$ cat src/include/spp_consts.vh
`ifndef SPP_CONSTS_VH
`define SPP_CONSTS_VH

// Select mode field encodings
`define SPP_SEL_3WIRE 2'h0
`define SPP_SEL_4W_IN 2'h1

// Control word field positions
`define SPP_CTL_PORT_EN 0
`define SPP_CTL_MASTER_EN 1
`define SPP_CTL_SEL_LO 2
`define SPP_CTL_SEL_HI 3
`define SPP_CTL_W 4

// Control reset value: port off, slave, four-wire input select
`define SPP_CTL_RESET 4'h4
// Select mode after reset: four-wire input
`define SPP_SEL_RESET 2'h1

// Bits per transfer and last bit index
`define SPP_BITS 8
`define SPP_LAST_BIT 3'h7

// Master serial clock: system clocks per half period
`define SPP_HALF_DIV 4

// Far master must lower select this many system clocks before first edge
`define SPP_SEL_SETUP_CLK 2

// Data and counter reset values
`define SPP_BYTE_RESET 8'h00
`define SPP_CNT_RESET 3'h0

`endif

$ cat src/hdl/spp_sync.v
// Two flip-flop synchroniser for pin inputs
module spp_sync #(
  parameter W = 4,
  // Reset level per bit, the idle level of each pin
  parameter [W-1:0] RST_VAL = {W{1'b0}}
) (
  // Clock, reset, enable
  input wire mclk,
  input wire rst_b,
  input wire ce,
  // Asynchronous inputs
  input wire [W-1:0] async_in,
  // Synchronised outputs
  output reg [W-1:0] sync_out
);

  // First stage, read only by the second
  reg [W-1:0] meta_r;

  // Two stages, both frozen while ce is low
  always @(posedge mclk) begin
    if (!rst_b) begin
      meta_r <= RST_VAL;
      sync_out <= RST_VAL;
    end else if (ce) begin
      meta_r <= async_in;
      sync_out <= meta_r;
    end
  end

endmodule

$ cat src/hdl/spp_sckdiv.v
// Half period tick generator for the master serial clock
module spp_sckdiv #(
  parameter HALF_DIV = 4
) (
  // Clock, reset, enable
  input wire mclk,
  input wire rst_b,
  input wire ce,
  // Run request from the port
  input wire run,
  // One cycle pulse at each half period
  output wire tick
);

  // Counter of system clocks within a half period
  reg [15:0] cnt_r;
  reg [15:0] cnt_nxt;

  // Last count of a half period, cut to the counter width on purpose
  localparam integer LAST_I = HALF_DIV - 1;
  localparam [15:0] LAST = LAST_I[15:0];

  assign tick = run && (cnt_r == LAST);

  // Next count: restart when idle or at the end of a half period
  always @* begin
    if (!run || cnt_r == LAST) begin
      cnt_nxt = 16'h0000;
    end else begin
      cnt_nxt = cnt_r + 16'h0001;
    end
  end

  // Count register
  always @(posedge mclk) begin
    if (!rst_b) begin
      cnt_r <= 16'h0000;
    end else if (ce) begin
      cnt_r <= cnt_nxt;
    end
  end

endmodule

$ cat src/hdl/spp_top.v
`include "spp_consts.vh"

module spp_top #(
  parameter NPORT = 2,
  parameter HALF_DIV = `SPP_HALF_DIV
) (
  // Clock, reset, enable
  input wire mclk,
  input wire rst_b,
  input wire ce,
  // Control writes, one word per port
  input wire [NPORT-1:0] ctl_wr,
  input wire [NPORT*`SPP_CTL_W-1:0] ctl_wdata,
  output wire [NPORT*`SPP_CTL_W-1:0] ctl_rdata,
  // Flag clears, one pulse per port
  input wire [NPORT-1:0] done_clr,
  input wire [NPORT-1:0] fault_clr,
  // Status flags
  output wire [NPORT-1:0] done_flag,
  output wire [NPORT-1:0] mode_fault_flag,
  // Transmit byte path
  input wire [NPORT-1:0] tx_wr,
  input wire [NPORT*8-1:0] tx_data,
  output wire [NPORT-1:0] tx_full,
  // Received byte
  output wire [NPORT*8-1:0] rx_data,
  // Master-out slave-in pin
  input wire [NPORT-1:0] mosi_i,
  output wire [NPORT-1:0] mosi_o,
  output wire [NPORT-1:0] mosi_oe,
  // Master-in slave-out pin
  input wire [NPORT-1:0] miso_i,
  output wire [NPORT-1:0] miso_o,
  output wire [NPORT-1:0] miso_oe,
  // Serial clock pin
  input wire [NPORT-1:0] sck_i,
  output wire [NPORT-1:0] sck_o,
  output wire [NPORT-1:0] sck_oe,
  // Select pin and its crossbar mapping
  input wire [NPORT-1:0] nss_i,
  output wire [NPORT-1:0] nss_o,
  output wire [NPORT-1:0] nss_oe,
  output wire [NPORT-1:0] nss_mapped
);

  // Slave is selected unless in four-wire input mode with a high select input
  function sel_active;
    input [1:0] mode;
    input nss_lvl;
    begin
      if (mode == `SPP_SEL_3WIRE) begin
        sel_active = 1'b1;
      end else if (mode == `SPP_SEL_4W_IN) begin
        sel_active = !nss_lvl;
      end else begin
        sel_active = 1'b1;
      end
    end
  endfunction

  genvar gi;

  // Each instance is a complete, independent port
  generate
    for (gi = 0; gi < NPORT; gi = gi + 1) begin : g_port

      // Control state; a fault clears both enables but keeps the select mode
      reg port_en_r;
      reg master_en_r;
      reg [1:0] sel_mode_r;
      // Flags
      reg done_r;
      reg fault_r;
      // Data path
      reg [7:0] tx_buf_r;
      reg tx_full_r;
      reg [7:0] shift_r;
      reg shift_empty_r;
      reg [7:0] rx_r;
      reg [2:0] bit_cnt_r;
      reg in_bit_r;
      // Master clock generation
      reg run_r;
      reg sck_r;
      // Previous synchronised levels for edge detection
      reg sck_d_r;
      reg nss_d_r;

      // Synchronised pins: select, clock, data-out, data-in
      wire [3:0] pin_s;
      wire nss_s = pin_s[3];
      wire sck_s = pin_s[2];
      wire mosi_s = pin_s[1];
      wire miso_s = pin_s[0];
      wire tick;

      // Pins pass two flops before any edge or select logic
      // Select idles high: its stages reset high, so no false fall
      spp_sync #(
        .W(4),
        .RST_VAL(4'h8)
      ) u_sync (
        .mclk(mclk),
        .rst_b(rst_b),
        .ce(ce),
        .async_in({nss_i[gi], sck_i[gi], mosi_i[gi], miso_i[gi]}),
        .sync_out(pin_s)
      );

      // Half period ticks while a master transfer runs
      spp_sckdiv #(
        .HALF_DIV(HALF_DIV)
      ) u_div (
        .mclk(mclk),
        .rst_b(rst_b),
        .ce(ce),
        .run(run_r),
        .tick(tick)
      );

      // Role decode
      wire is_master = port_en_r && master_en_r;
      wire is_slave = port_en_r && !master_en_r;
      wire sel_now = sel_active(sel_mode_r, nss_s);
      wire slave_sel = is_slave && sel_now;
      wire nss_fall = nss_d_r && !nss_s;
      // Select fall in multi-master mode is a fault
      wire fault_ev = is_master && (sel_mode_r == `SPP_SEL_4W_IN) && nss_fall;
      // Slave bit counter restarts on select fall
      wire cnt_clr = is_slave && (sel_mode_r == `SPP_SEL_4W_IN) && nss_fall;

      // Shift events: master from divider, slave from pin edges when selected
      wire m_rise = run_r && tick && !sck_r;
      wire m_fall = run_r && tick && sck_r;
      wire s_rise = slave_sel && !sck_d_r && sck_s;
      wire s_fall = slave_sel && sck_d_r && !sck_s;
      wire rise_ev = m_rise || s_rise;
      wire fall_ev = m_fall || s_fall;
      // Sample master side from data-in, slave side from data-out
      wire samp_bit = is_master ? miso_s : mosi_s;
      wire last_fall = fall_ev && (bit_cnt_r == `SPP_LAST_BIT);
      wire rx_byte_ok = last_fall && !fault_ev;
      // Shift register may take the buffer when empty
      wire load_ok = tx_full_r && shift_empty_r && port_en_r && !run_r;

      // Edge history of synchronised pins
      always @(posedge mclk) begin
        if (!rst_b) begin
          sck_d_r <= 1'b0;
          nss_d_r <= 1'b1;
        end else if (ce) begin
          sck_d_r <= sck_s;
          nss_d_r <= nss_s;
        end
      end

      // Control word; a fault clears both enables and beats a write
      always @(posedge mclk) begin
        if (!rst_b) begin
          port_en_r <= 1'b0;
          master_en_r <= 1'b0;
          sel_mode_r <= `SPP_SEL_RESET;
        end else if (ce) begin
          if (fault_ev) begin
            port_en_r <= 1'b0;
            master_en_r <= 1'b0;
          end else if (ctl_wr[gi]) begin
            port_en_r <= ctl_wdata[gi*`SPP_CTL_W+`SPP_CTL_PORT_EN];
            master_en_r <= ctl_wdata[gi*`SPP_CTL_W+`SPP_CTL_MASTER_EN];
            sel_mode_r <= ctl_wdata[gi*`SPP_CTL_W+`SPP_CTL_SEL_LO +: 2];
          end
        end
      end

      // Sticky flags; a set in the clear cycle wins
      always @(posedge mclk) begin
        if (!rst_b) begin
          done_r <= 1'b0;
          fault_r <= 1'b0;
        end else if (ce) begin
          if (rx_byte_ok) begin
            done_r <= 1'b1;
          end else if (done_clr[gi]) begin
            done_r <= 1'b0;
          end
          if (fault_ev) begin
            fault_r <= 1'b1;
          end else if (fault_clr[gi]) begin
            fault_r <= 1'b0;
          end
        end
      end

      // Transmit buffer; a write while full is dropped
      always @(posedge mclk) begin
        if (!rst_b) begin
          tx_buf_r <= `SPP_BYTE_RESET;
          tx_full_r <= 1'b0;
        end else if (ce) begin
          if (load_ok) begin
            tx_full_r <= 1'b0;
          end else if (tx_wr[gi] && !tx_full_r) begin
            tx_buf_r <= tx_data[gi*8 +: 8];
            tx_full_r <= 1'b1;
          end
        end
      end

      // Master run control and generated serial clock
      always @(posedge mclk) begin
        if (!rst_b) begin
          run_r <= 1'b0;
          sck_r <= 1'b0;
        end else if (ce) begin
          if (!is_master || fault_ev) begin
            // Abort leaves the clock low for the next master
            run_r <= 1'b0;
            sck_r <= 1'b0;
          end else if (load_ok) begin
            run_r <= 1'b1;
          end else if (m_rise) begin
            sck_r <= 1'b1;
          end else if (m_fall) begin
            sck_r <= 1'b0;
            if (bit_cnt_r == `SPP_LAST_BIT) begin
              run_r <= 1'b0;
            end
          end
        end
      end

      // Shift register: sample on rise, shift toward MSB on fall
      always @(posedge mclk) begin
        if (!rst_b) begin
          shift_r <= `SPP_BYTE_RESET;
          shift_empty_r <= 1'b1;
          in_bit_r <= 1'b0;
          bit_cnt_r <= `SPP_CNT_RESET;
          rx_r <= `SPP_BYTE_RESET;
        end else if (ce) begin
          if (!port_en_r || cnt_clr) begin
            // Disable or select fall restarts the byte
            bit_cnt_r <= `SPP_CNT_RESET;
            shift_empty_r <= !port_en_r ? 1'b1 : shift_empty_r;
          end else if (load_ok) begin
            shift_r <= tx_buf_r;
            shift_empty_r <= 1'b0;
          end else if (rise_ev) begin
            in_bit_r <= samp_bit;
          end else if (fall_ev) begin
            shift_r <= {shift_r[6:0], in_bit_r};
            bit_cnt_r <= bit_cnt_r + 3'h1;
            if (bit_cnt_r == `SPP_LAST_BIT) begin
              rx_r <= {shift_r[6:0], in_bit_r};
              shift_empty_r <= 1'b1;
            end
          end
        end
      end

      // Pin drive
      assign mosi_o[gi] = shift_r[7];
      assign mosi_oe[gi] = is_master;
      assign miso_o[gi] = shift_r[7];
      // Released when disabled, master, or an unselected four-wire slave
      assign miso_oe[gi] = slave_sel;
      assign sck_o[gi] = sck_r;
      assign sck_oe[gi] = is_master;
      assign nss_o[gi] = sel_mode_r[0];
      assign nss_oe[gi] = sel_mode_r[1];
      assign nss_mapped[gi] = (sel_mode_r != `SPP_SEL_3WIRE);

      // Status and readback
      assign ctl_rdata[gi*`SPP_CTL_W +: `SPP_CTL_W] =
        {sel_mode_r, master_en_r, port_en_r};
      assign done_flag[gi] = done_r;
      assign mode_fault_flag[gi] = fault_r;
      assign tx_full[gi] = tx_full_r;
      assign rx_data[gi*8 +: 8] = rx_r;
    end
  endgenerate

endmodule

$ cat config.mk
export PLATFORM = sky130hd
export DESIGN_NAME = spp_top
export DESIGN_NICKNAME = d
export VERILOG_FILES = /design/src/hdl/spp_sync.v /design/src/hdl/spp_sckdiv.v /design/src/hdl/spp_top.v
export VERILOG_INCLUDE_DIRS = /design/src /design/src/include
export SDC_FILE = /design/constraint.sdc
export NUM_CORES = 1
export LEC_CHECK = 0
export ABC_CLOCK_PERIOD_IN_PS = 5910
export BUFFER_PORTS_ARGS = -buffer_cell sky130_fd_sc_hd__buf_2
export CORE_ASPECT_RATIO = 0.75
export CORE_MARGIN = 3
export CORE_UTILIZATION = 50
export DETAILED_ROUTE_END_ITERATION = 8
export PLACE_DENSITY_LB_ADDON = 0.3
export SYNTH_ARGS = -nofsm -noshare
export SYNTH_HDL_FRONTEND = slang
export SYNTH_SLANG_ARGS = --single-unit
export TNS_END_PERCENT = 20
$ cat constraint.sdc
create_clock -name mclk -period 5.91 [get_ports mclk]
set_input_delay 0.8865 -clock mclk [delete_from_list [all_inputs] [get_ports mclk]]
set_output_delay 0.8865 -clock mclk [all_outputs]
set_load 0.1 [all_outputs]
[Word-level counts from Yosys, hierarchy flattened]
Cells that the tools add are included.
Storage, ports and cells
  bits in registers: 128
  input bits: 43
  output and inout bits: 48
  logic and storage cells: 268
Cells by class
  add/subtract/negate cells: 4
  equality and inequality tests: 20
  mux-type cells: 72
  bitwise gates (word level): 8
  reduce and logical (&&, ||, !) cells: 126
Operators with widths (number)
  $mux W1: 56
  $mux W8: 6
  $logic_and A1 B1 Y1: 44
  $add A16 B1 Y16 const B: 2
  $eq A16 B2 Y1 const B: 2
  $mux W16: 2
  $reduce_and A4 Y1: 8
  $reduce_bool A3 Y1: 10
  $reduce_bool A2 Y1: 14
  $mux W3: 8
  $logic_not A1 Y1: 20
  $reduce_and A3 Y1: 6
  $ne A2 B1 Y1 const B: 8
  $reduce_and A2 Y1: 8
  $ne A3 B1 Y1 const B: 4
  $reduce_and A6 Y1: 2
  $logic_or A1 B1 Y1: 10
  $reduce_and A5 Y1: 2
  $not A1 Y1: 8
  $add A3 B1 Y3 const B: 2
  $eq A3 B3 Y1 const B: 2
  $eq A2 B1 Y1 const B: 2
  $logic_not A2 Y1: 2
  $ne A2 B2 Y1 const B: 2

[Logic depth before layout (Yosys ltp)]
Gate-level depths: netlist of the first run.
  word-level depth: 11
  mapped depth: 7

[Hierarchy]
A second synthesis of the first run with hierarchy kept.
Second synthesis, totals
  cells, all modules: 670
  area, all modules: 6142.1 sq um
By module, submodules not included
  spp_top: instances 1, cells an instance 442, area an instance 4027.6 sq um
  spp_sckdiv: instances 2, cells an instance 89, area an instance 760.7 sq um
  spp_sync: instances 2, cells an instance 25, area an instance 296.5 sq um

[Worst setup path after synthesis of the first run]
OpenSTA, ideal clock, no wires.
  path type: reg-to-reg
  from: reg g_port[1].sel_mode_r[1]
  to: reg g_port[1].shift_r[0]
  data arrival time: 2.537 ns
  setup slack: 3.253 ns
  cell stages (with the launch flop): 6
  cell sequence: dfxtp_1 and3b_4 or4b_4 mux2_4 and3_4 o31a_1
Between the ends
  longest elaborated chain between the ends: 9
  elaborated cells on any way between the ends: 18
  those cells by class: eq/ne (2); mux (2); bitwise (1); reduce/logical (13)
RTL lines
  from (decl): line spp_top.v:70  | reg [1:0] sel_mode_r;
  from (signal assigned): line spp_top.v:162  | sel_mode_r <= `SPP_SEL_RESET;
  from (signal assigned): line spp_top.v:170  | sel_mode_r <= ctl_wdata[gi*`SPP_CTL_W+`SPP_CTL_SEL_LO +: 2];
  $eq A2 B1 Y1 (no line)
  $mux W1: line spp_top.v:53  | end else if (mode == `SPP_SEL_4W_IN) begin
  $mux W1: line spp_top.v:51  | if (mode == `SPP_SEL_3WIRE) begin
  $logic_and A1 B1 Y1: line spp_top.v:125  | wire slave_sel = is_slave && sel_now;
  $logic_and A1 B1 Y1 (on tied branches) (2 in a row): line spp_top.v:135, spp_top.v:136
  $logic_or A1 B1 Y1 (on tied branches): line spp_top.v:137, spp_top.v:138
  $ne A2 B1 Y1 (no line) or $reduce_bool A2 Y1 (tied branches)
  $reduce_and A4 Y1 (no line) (*)
  to (signal assigned): line spp_top.v:235  | shift_r <= `SPP_BYTE_RESET;
  to (signal assigned): line spp_top.v:246  | shift_r <= tx_buf_r;
  to (signal assigned): line spp_top.v:251  | shift_r <= {shift_r[6:0], in_bit_r};
  to (decl): line spp_top.v:77  | reg [7:0] shift_r;
Mark *: on every way between the ends. The rest lies on a longest branch, timed or not.
A chain may end at the register's enable or synchronous reset.

[Worst setup path in the final report of the first run]
  from: in ce
  to: reg g_port[1].bit_cnt_r[1]
Between the ends
  longest elaborated chain between the ends: 1
RTL lines
  from (decl): line spp_top.v:10  | input wire ce,
  $reduce_and A4 Y1 (no line)
  to (signal assigned): line spp_top.v:238  | bit_cnt_r <= `SPP_CNT_RESET;
  to (signal assigned): line spp_top.v:243  | bit_cnt_r <= `SPP_CNT_RESET;
  to (signal assigned): line spp_top.v:252  | bit_cnt_r <= bit_cnt_r + 3'h1;
  to (decl): line spp_top.v:80  | reg [2:0] bit_cnt_r;
No other way between the ends.

==> impl_metrics.toml, run 1 <==
[outcome]
outcome = "completed"

[cts]
clk_pin_slew_ns = 0.06
post_cts_resized = 0
clk_latency_ns = 0.42
root_buffer = "clkbuf_16"
cts_sinks = 128
post_cts_buffers = 0
numCtsBuffers = 17
tritoncts = "yes"
htree_levels = 4
cts_hold_buf = 0
clock_path_buffers = 2

[synth]
synth_fp_nets = 709
synth-main-ff-cell = "dfxtp_1"
yosysSeqAreaShare_pct = 43.0
ys_warn_count = 0
synth_cells = 660
ys_ff_latch = 128
synth_area_um2 = 5970
synth_edf_count = 0
synth.distinct_cells = 70
synth.avg_cell_area_um2 = 9.04
async_reset_ff_share_pct = 0

[critical_path]
cpPeakStageDelay_ns = 0.88
reg2reg_from = "g_port[0].u_div.cnt_r[0]"
worstSetupStartpointType = "input pin"
critPathLaunch = "ce"
crit_chain = "buf_2, buf_4, nand2_1, nor3_1, nand3_1, o31ai_1"
crit_path_max_fanout = 34
arrival_ns = 3.32
end_kind = "register"
required_ns = 6.24
path_class = "input pin to register"
critPathSlowestCell = "nor3_1"

[floorplan]
die-area_um2 = 13300
core_area_um2 = 11300
die_h_um = 101
num_rows = 33
fp.dieW_um = 132
pin_count = 91
initial_utilization_pct = 52.9

[layout]
fill_cells = 932
nets = 761
diodes = 0
utilization_pct = 61.6
finish.instance_area_um2 = 6940
area_growth_pct = 16.3
regArea_um2 = 2560
multi_input_area_um2 = 3030
drive_gt1_share_pct = 20.1

[power_and_ir_drop]
p_leak_uw = 0.00289
p_int_uw = 1660
pwr-share-seq_pct = 41.2
p_per_area_nw_per_um2 = 313
irDropWorstVdd_mv = 0.255
switching_share_pct = 23.5
p_sw_uw = 511
p_clk_share_pct = 52.2
combPwrFrac_pct = 6.6

[detailed_routing]
via_count = 5008
firstDrtPassIters = 6
routed_wl_um = 13900
drc = 0
routedWlPerCell_um = 15.8
drt_iter0_drc = 474
detail-route-antenna-nets = 0
viasPerCell = 5.68

[sta]
finalWorstPathRequiredPeriod_ns = 2.99
report.final.slew_viol_count = 0
finalSetupViolCount = 0
tightest_slew_ns = 1.14
max_clock_freq_mhz = 334
rsz0062_at_grt = "no"
slew-limit-headroom_pct = 23.7
finalHoldViolations = 0
finalSetupTns_ns = 0
fin_crit_sh_pct = 50.6
finalClockSkew_ns = 0.00822

[grt]
track_usage_pct = 21.1
grt_first_pass_wirelength_um = 23000
antenna_found_initial = 0
grt-ovfl-total = 0
grt_pass1_vias = 4777
grt_max_degree = 57

[worst_hold_path]
min_from = "g_port[1].done_r"
min_path_type = "register to register"

[placement]
dp_hpwl_um = 9490
place_congestion = 0.888
portBuffers = 90
postPlaceCellArea_um2 = 6290

[flow_run]
cap_violations = 0
## cell type report
cell class                      count  share of cell area [%]
Inverter                            8                   0.433
Clock inverter                     12                    2.58
Tap cell                          157                    2.83
Clock buffer                       20                    6.72
Sequential cell                   128                    36.9
Multi-Input combinational cell    464                    43.7
Timing Repair Buffer               93                    6.81
## power by group through the flow
stage,registers (µW),logic [µW],clock network (µW)
6_report,895,143,1130
5_1_grt,897,155,1180
4_1_cts,894,144,1140
3_5_place_dp,913,143,0
3_3_place_gp,912,141,0
2_1_floorplan,916,109,0
## state kept, by name, indices dropped and copies added (netlist names), 4 cells and up
signal                  cells
g_port.rx_r                16
g_port.u_div.cnt_r         32
g_port.u_sync.sync_out      8
g_port.sel_mode_r           4
g_port.shift_r             16
g_port.u_sync.meta_r        8
g_port.bit_cnt_r            6
g_port.tx_buf_r            16
## worst max-delay path, delay by kind of cell
kind | cells | cell delay (ns)
buffers and inverters | 2 | 1.07
AO/OA/AOI/OAI | 1 | 0.11
AND/OR/NAND/NOR | 3 | 1.22
## cells by family after synthesis
family / count (synthesis) / synth area share (%)
flops: 128 / 43.0
mux: 63 / 10.8
xor+xnor: 29 / 4.26
buf+inv: 68 / 6.21
compound gates: 85 / 10.5
fa+ha+maj: 6 / 1.26
simple gates: 281 / 24.1
## path summary, 6_finish.rpt
path | to | slack [ns] | cells past startpoint
max reg2reg | g_port[0].u_div.cnt_r[8] | 3.24 | 6
min reg2reg | g_port[1].done_r | 0.45 | 2
min | g_port[1].done_r | 0.45 | 2
max | g_port[1].bit_cnt_r[1] | 2.92 | 6
## synth_stat cells, drive strengths merged (2+ instances only)
| cell | count | area (µm²) |
|---|---|---|
| nor3 | 11 | 55.1 |
| buf | 38 | 258 |
| nand4 | 15 | 93.8 |
| xnor2 | 10 | 87.6 |
| xor2 | 19 | 166 |
| and4bb | 2 | 25.0 |
| o21a | 2 | 15.0 |
| a222oi | 6 | 60.1 |
| or2 | 2 | 12.5 |
| dfxtp | 128 | 2560 |
| nor4b | 6 | 71.3 |
| a211oi | 2 | 15.0 |
| ha | 6 | 75.1 |
| nand3b | 3 | 22.5 |
| o21ai | 19 | 95.1 |
| mux2i | 60 | 601 |
| o2bb2ai | 2 | 17.5 |
| nand4bb | 3 | 33.8 |
| mux2 | 3 | 41.3 |
| inv | 8 | 30.0 |
| nand2b | 2 | 20.0 |
| nand3 | 32 | 160 |
| or3 | 2 | 12.5 |
| nor2 | 91 | 358 |
| o31ai | 3 | 22.5 |
| nand2 | 82 | 308 |
| and3 | 6 | 42.5 |
| nor4 | 7 | 65.1 |
| and4 | 6 | 57.6 |
| a21oi | 13 | 65.1 |
| a22oi | 7 | 52.6 |
| a21boi | 2 | 15.0 |
| clkbuf | 22 | 82.6 |
| a22o | 7 | 61.3 |
| and4b | 2 | 20.0 |
| o22ai | 2 | 12.5 |
| and2 | 3 | 18.8 |
| and3b | 2 | 21.3 |
| a221o | 7 | 70.1 |
## per-stage QoR
step / total power (µW) / hold slack, ns / worst slack [ns] / std cells
floorplan: 1020 / 0.434 / 3.25 / 660
global placement: 1050 / 0.442 / 2.79 / 850
detailed placement: 1060 / 0.444 / 2.58 / 850
CTS: 2180 / 0.451 / 3.03 / 882
global route: 2240 / 0.480 / 2.76 / 882
finish: 2170 / 0.451 / 2.92 / 882
## routing by layer
layer	share of wire (%)	GRT usage (%)
met1	46	27.4
met2	47	34.5
met3	6.2	5.74
met4	1.4	7.10
met5	0	0
## cell usage in the layout (no fill, tap or decap), types with 4 or more instances in the layout
master / synthesis / layout
dfxtp_1: 128 / 128
nor2_1: 90 / 90
buf_2: 8 / 90
nand2_1: 82 / 82
mux2i_1: 60 / 60
nand3_1: 32 / 32
xor2_1: 19 / 19
clkbuf_16: 0 / 17
nand4_1: 15 / 15
o21ai_0: 15 / 15
a21oi_1: 13 / 13
nor3_1: 11 / 11
xnor2_1: 10 / 10
inv_1: 8 / 8
a22o_1: 7 / 7
a221o_1: 7 / 7
a22oi_1: 7 / 7
a222oi_1: 6 / 6
ha_1: 6 / 6
and3_1: 5 / 5
nor4_1: 5 / 5
o21ai_1: 4 / 4
and4_1: 4 / 4
bufinv_16: 0 / 4
Note: power is estimated with default switching activity, not from simulation.
==> inputs of run 2 (changes only) <==
--- a/config.mk
+++ b/config.mk
@@ -6,7 +6,7 @@
 export SDC_FILE = /design/constraint.sdc
 export NUM_CORES = 1
 export LEC_CHECK = 0
-export ABC_CLOCK_PERIOD_IN_PS = 5910
+export ABC_CLOCK_PERIOD_IN_PS = 3000
 export BUFFER_PORTS_ARGS = -buffer_cell sky130_fd_sc_hd__buf_2
 export CORE_ASPECT_RATIO = 0.75
 export CORE_MARGIN = 3
==> constraint.sdc (replaced) <==
create_clock -name mclk -period 3 [get_ports mclk]
set_input_delay 0.45 -clock mclk [delete_from_list [all_inputs] [get_ports mclk]]
set_output_delay 0.45 -clock mclk [all_outputs]
set_load 0.1 [all_outputs]
==> run 2 against run 1 <==
Net effect:
- sequential share of layout area is 0.053 points higher
- global-route usage increased by 0.27 points
- first-iteration DRC count fell by 32%
- final area decreased by 0.14%
- non-clock buffer count rose by 7
- flip-flop and latch count unchanged
- power grew 87%
- sequential power increased by 97%
- clock power up 78%
- critical path depth is the same
- combinational power is 100% higher
==> impl_metrics.toml, run 2 (synthesized netlist as in run 1, its figures left out) <==
[worst_hold_path]
min_path_type = "input pin to register"
hold_depth = 3
min_to = "g_port[0].u_sync.meta_r[3]"
min_from = "nss_i[0]"

[floorplan]
initial_utilization_pct = 52.9
fp.dieW_um = 132
die-area_um2 = 13300
die_h_um = 101
num_rows = 33
pin_count = 91
core_area_um2 = 11300

[cts]
numCtsBuffers = 17
clock_path_buffers = 2
clk_latency_ns = 0.42
cts_sinks = 128
cts_hold_buf = 0
tritoncts = "yes"
post_cts_resized = 0
clk_pin_slew_ns = 0.06
root_buffer = "clkbuf_16"
htree_levels = 4
post_cts_buffers = 0

[detailed_routing]
firstDrtPassIters = 6
routed_wl_um = 13700
drc = 0
drt_iter0_drc = 324
via_count = 4963
routedWlPerCell_um = 15.4
detail-route-antenna-nets = 0
viasPerCell = 5.58

[critical_path]
arrival_ns = 2.90
reg2reg_from = "g_port[0].u_div.cnt_r[0]"
end_kind = "register"
rr_worst_depth = 6
rrSetupSlack_ns = 0.46
worstSetupStartpointType = "register"
crit_path_max_fanout = 7
path_class = "register to register"
required_ns = 3.36
r2r-end = "g_port[0].shift_r[4]"

[power_and_ir_drop]
finalPower_uw = 4060
p_per_area_nw_per_um2 = 586
p_leak_uw = 0.00288
irDropWorstVdd_mv = 0.412

[sta]
fin_crit_sh_pct = 84.6
max_clock_freq_mhz = 394
finalSetupViolCount = 0
slew-limit-headroom_pct = 45.1
finalHoldViolations = 0
tightest_slew_ns = 0.817
rsz0062_at_grt = "no"
finalClockSkew_ns = 0.00798
finalWorstPathRequiredPeriod_ns = 2.54
finalSetupTns_ns = 0
report.final.slew_viol_count = 0

[layout]
drive_gt1_share_pct = 20.6
utilization_pct = 61.5
regMostFlops = "g_port.u_div.cnt_r"
mostFrequentLayoutCells = "dfxtp_1 (128), nor2_1 (90), buf_2 (90)"
area_growth_pct = 16.2
largest_register_ffs = 32
fill_cells = 984
final_common_cell = "dfxtp_1"
diodes = 0
nets = 768

[grt]
antenna_found_initial = 0
track_usage_pct = 21.4
grt_first_pass_wirelength_um = 23200
grt_pass1_vias = 4869
grt-ovfl-total = 0
grt_max_degree = 57

[placement]
portBuffers = 90
dp_hpwl_um = 9660
place_congestion = 0.874

[outcome]
outcome = "completed"

[flow_run]
cap_violations = 0
run 2: report_power, final:
| part | total [µW] | internal [µW] | switching [µW] |
|---|---|---|---|
| Sequential | 1760 | 1730 | 30.2 |
| Combinational | 287 | 85.7 | 201 |
| Clock | 2010 | 1250 | 769 |
| Total | 4060 | 3060 | 1000 |
run 2: per-layer routing:
layer	vias to the layer above	GRT usage, %	share of wire (%)
met2	135	34.8	45
met3	20	4.79	5.6
met5	-	0	0
met4	0	8.07	1.5
li1	2448	-	-
met1	2360	28.1	47
run 2: worst max-delay path by stage:
stage,from,end,slack [ns],depth (start not counted)
2_1_floorplan,g_port[1].sel_mode_r[1],g_port[1].shift_r[0],0.34,5
3_3_place_gp,g_port[0].u_div.cnt_r[0],g_port[0].shift_r[4],0.61,6
3_5_place_dp,g_port[0].u_div.cnt_r[0],g_port[0].shift_r[4],0.50,6
4_1_cts,g_port[0].u_div.cnt_r[0],g_port[0].shift_r[4],0.47,6
5_1_grt,g_port[0].u_div.cnt_r[0],g_port[0].shift_r[4],0.21,6
6_report,g_port[0].u_div.cnt_r[0],g_port[0].shift_r[4],0.46,6
run 2: final cells by class:
type	count	area (µm²)	area share (%)
repair buffers	100	526	7.58
well taps	157	196	2.83
flip-flops and latches	128	2560	37.0
inverters	8	30.0	0.433
clock buffers	20	447	6.45
multi-input cells	464	3030	43.8
clock inverters	12	136	1.97
run 2: per-stage QoR:
step	cells	worst slack, ns	area, µm²	hold WS [ns]
after floorplan	660	0.343	5970	0.434
after global placement	857	0.611	6350	0.444
after detailed placement	857	0.497	6350	0.449
after CTS	889	0.475	6930	0.237
after global routing	889	0.210	6930	0.253
final	889	0.462	6930	0.248
run 2: critical path: stages (launching register included):
cell and delay [ns]:
dfxtp_1 0.42, ha_1 0.28, nor4b_2 0.32, and4_4 0.31, mux2_4 0.34, nor3_1 0.55
a221o_1 0.26
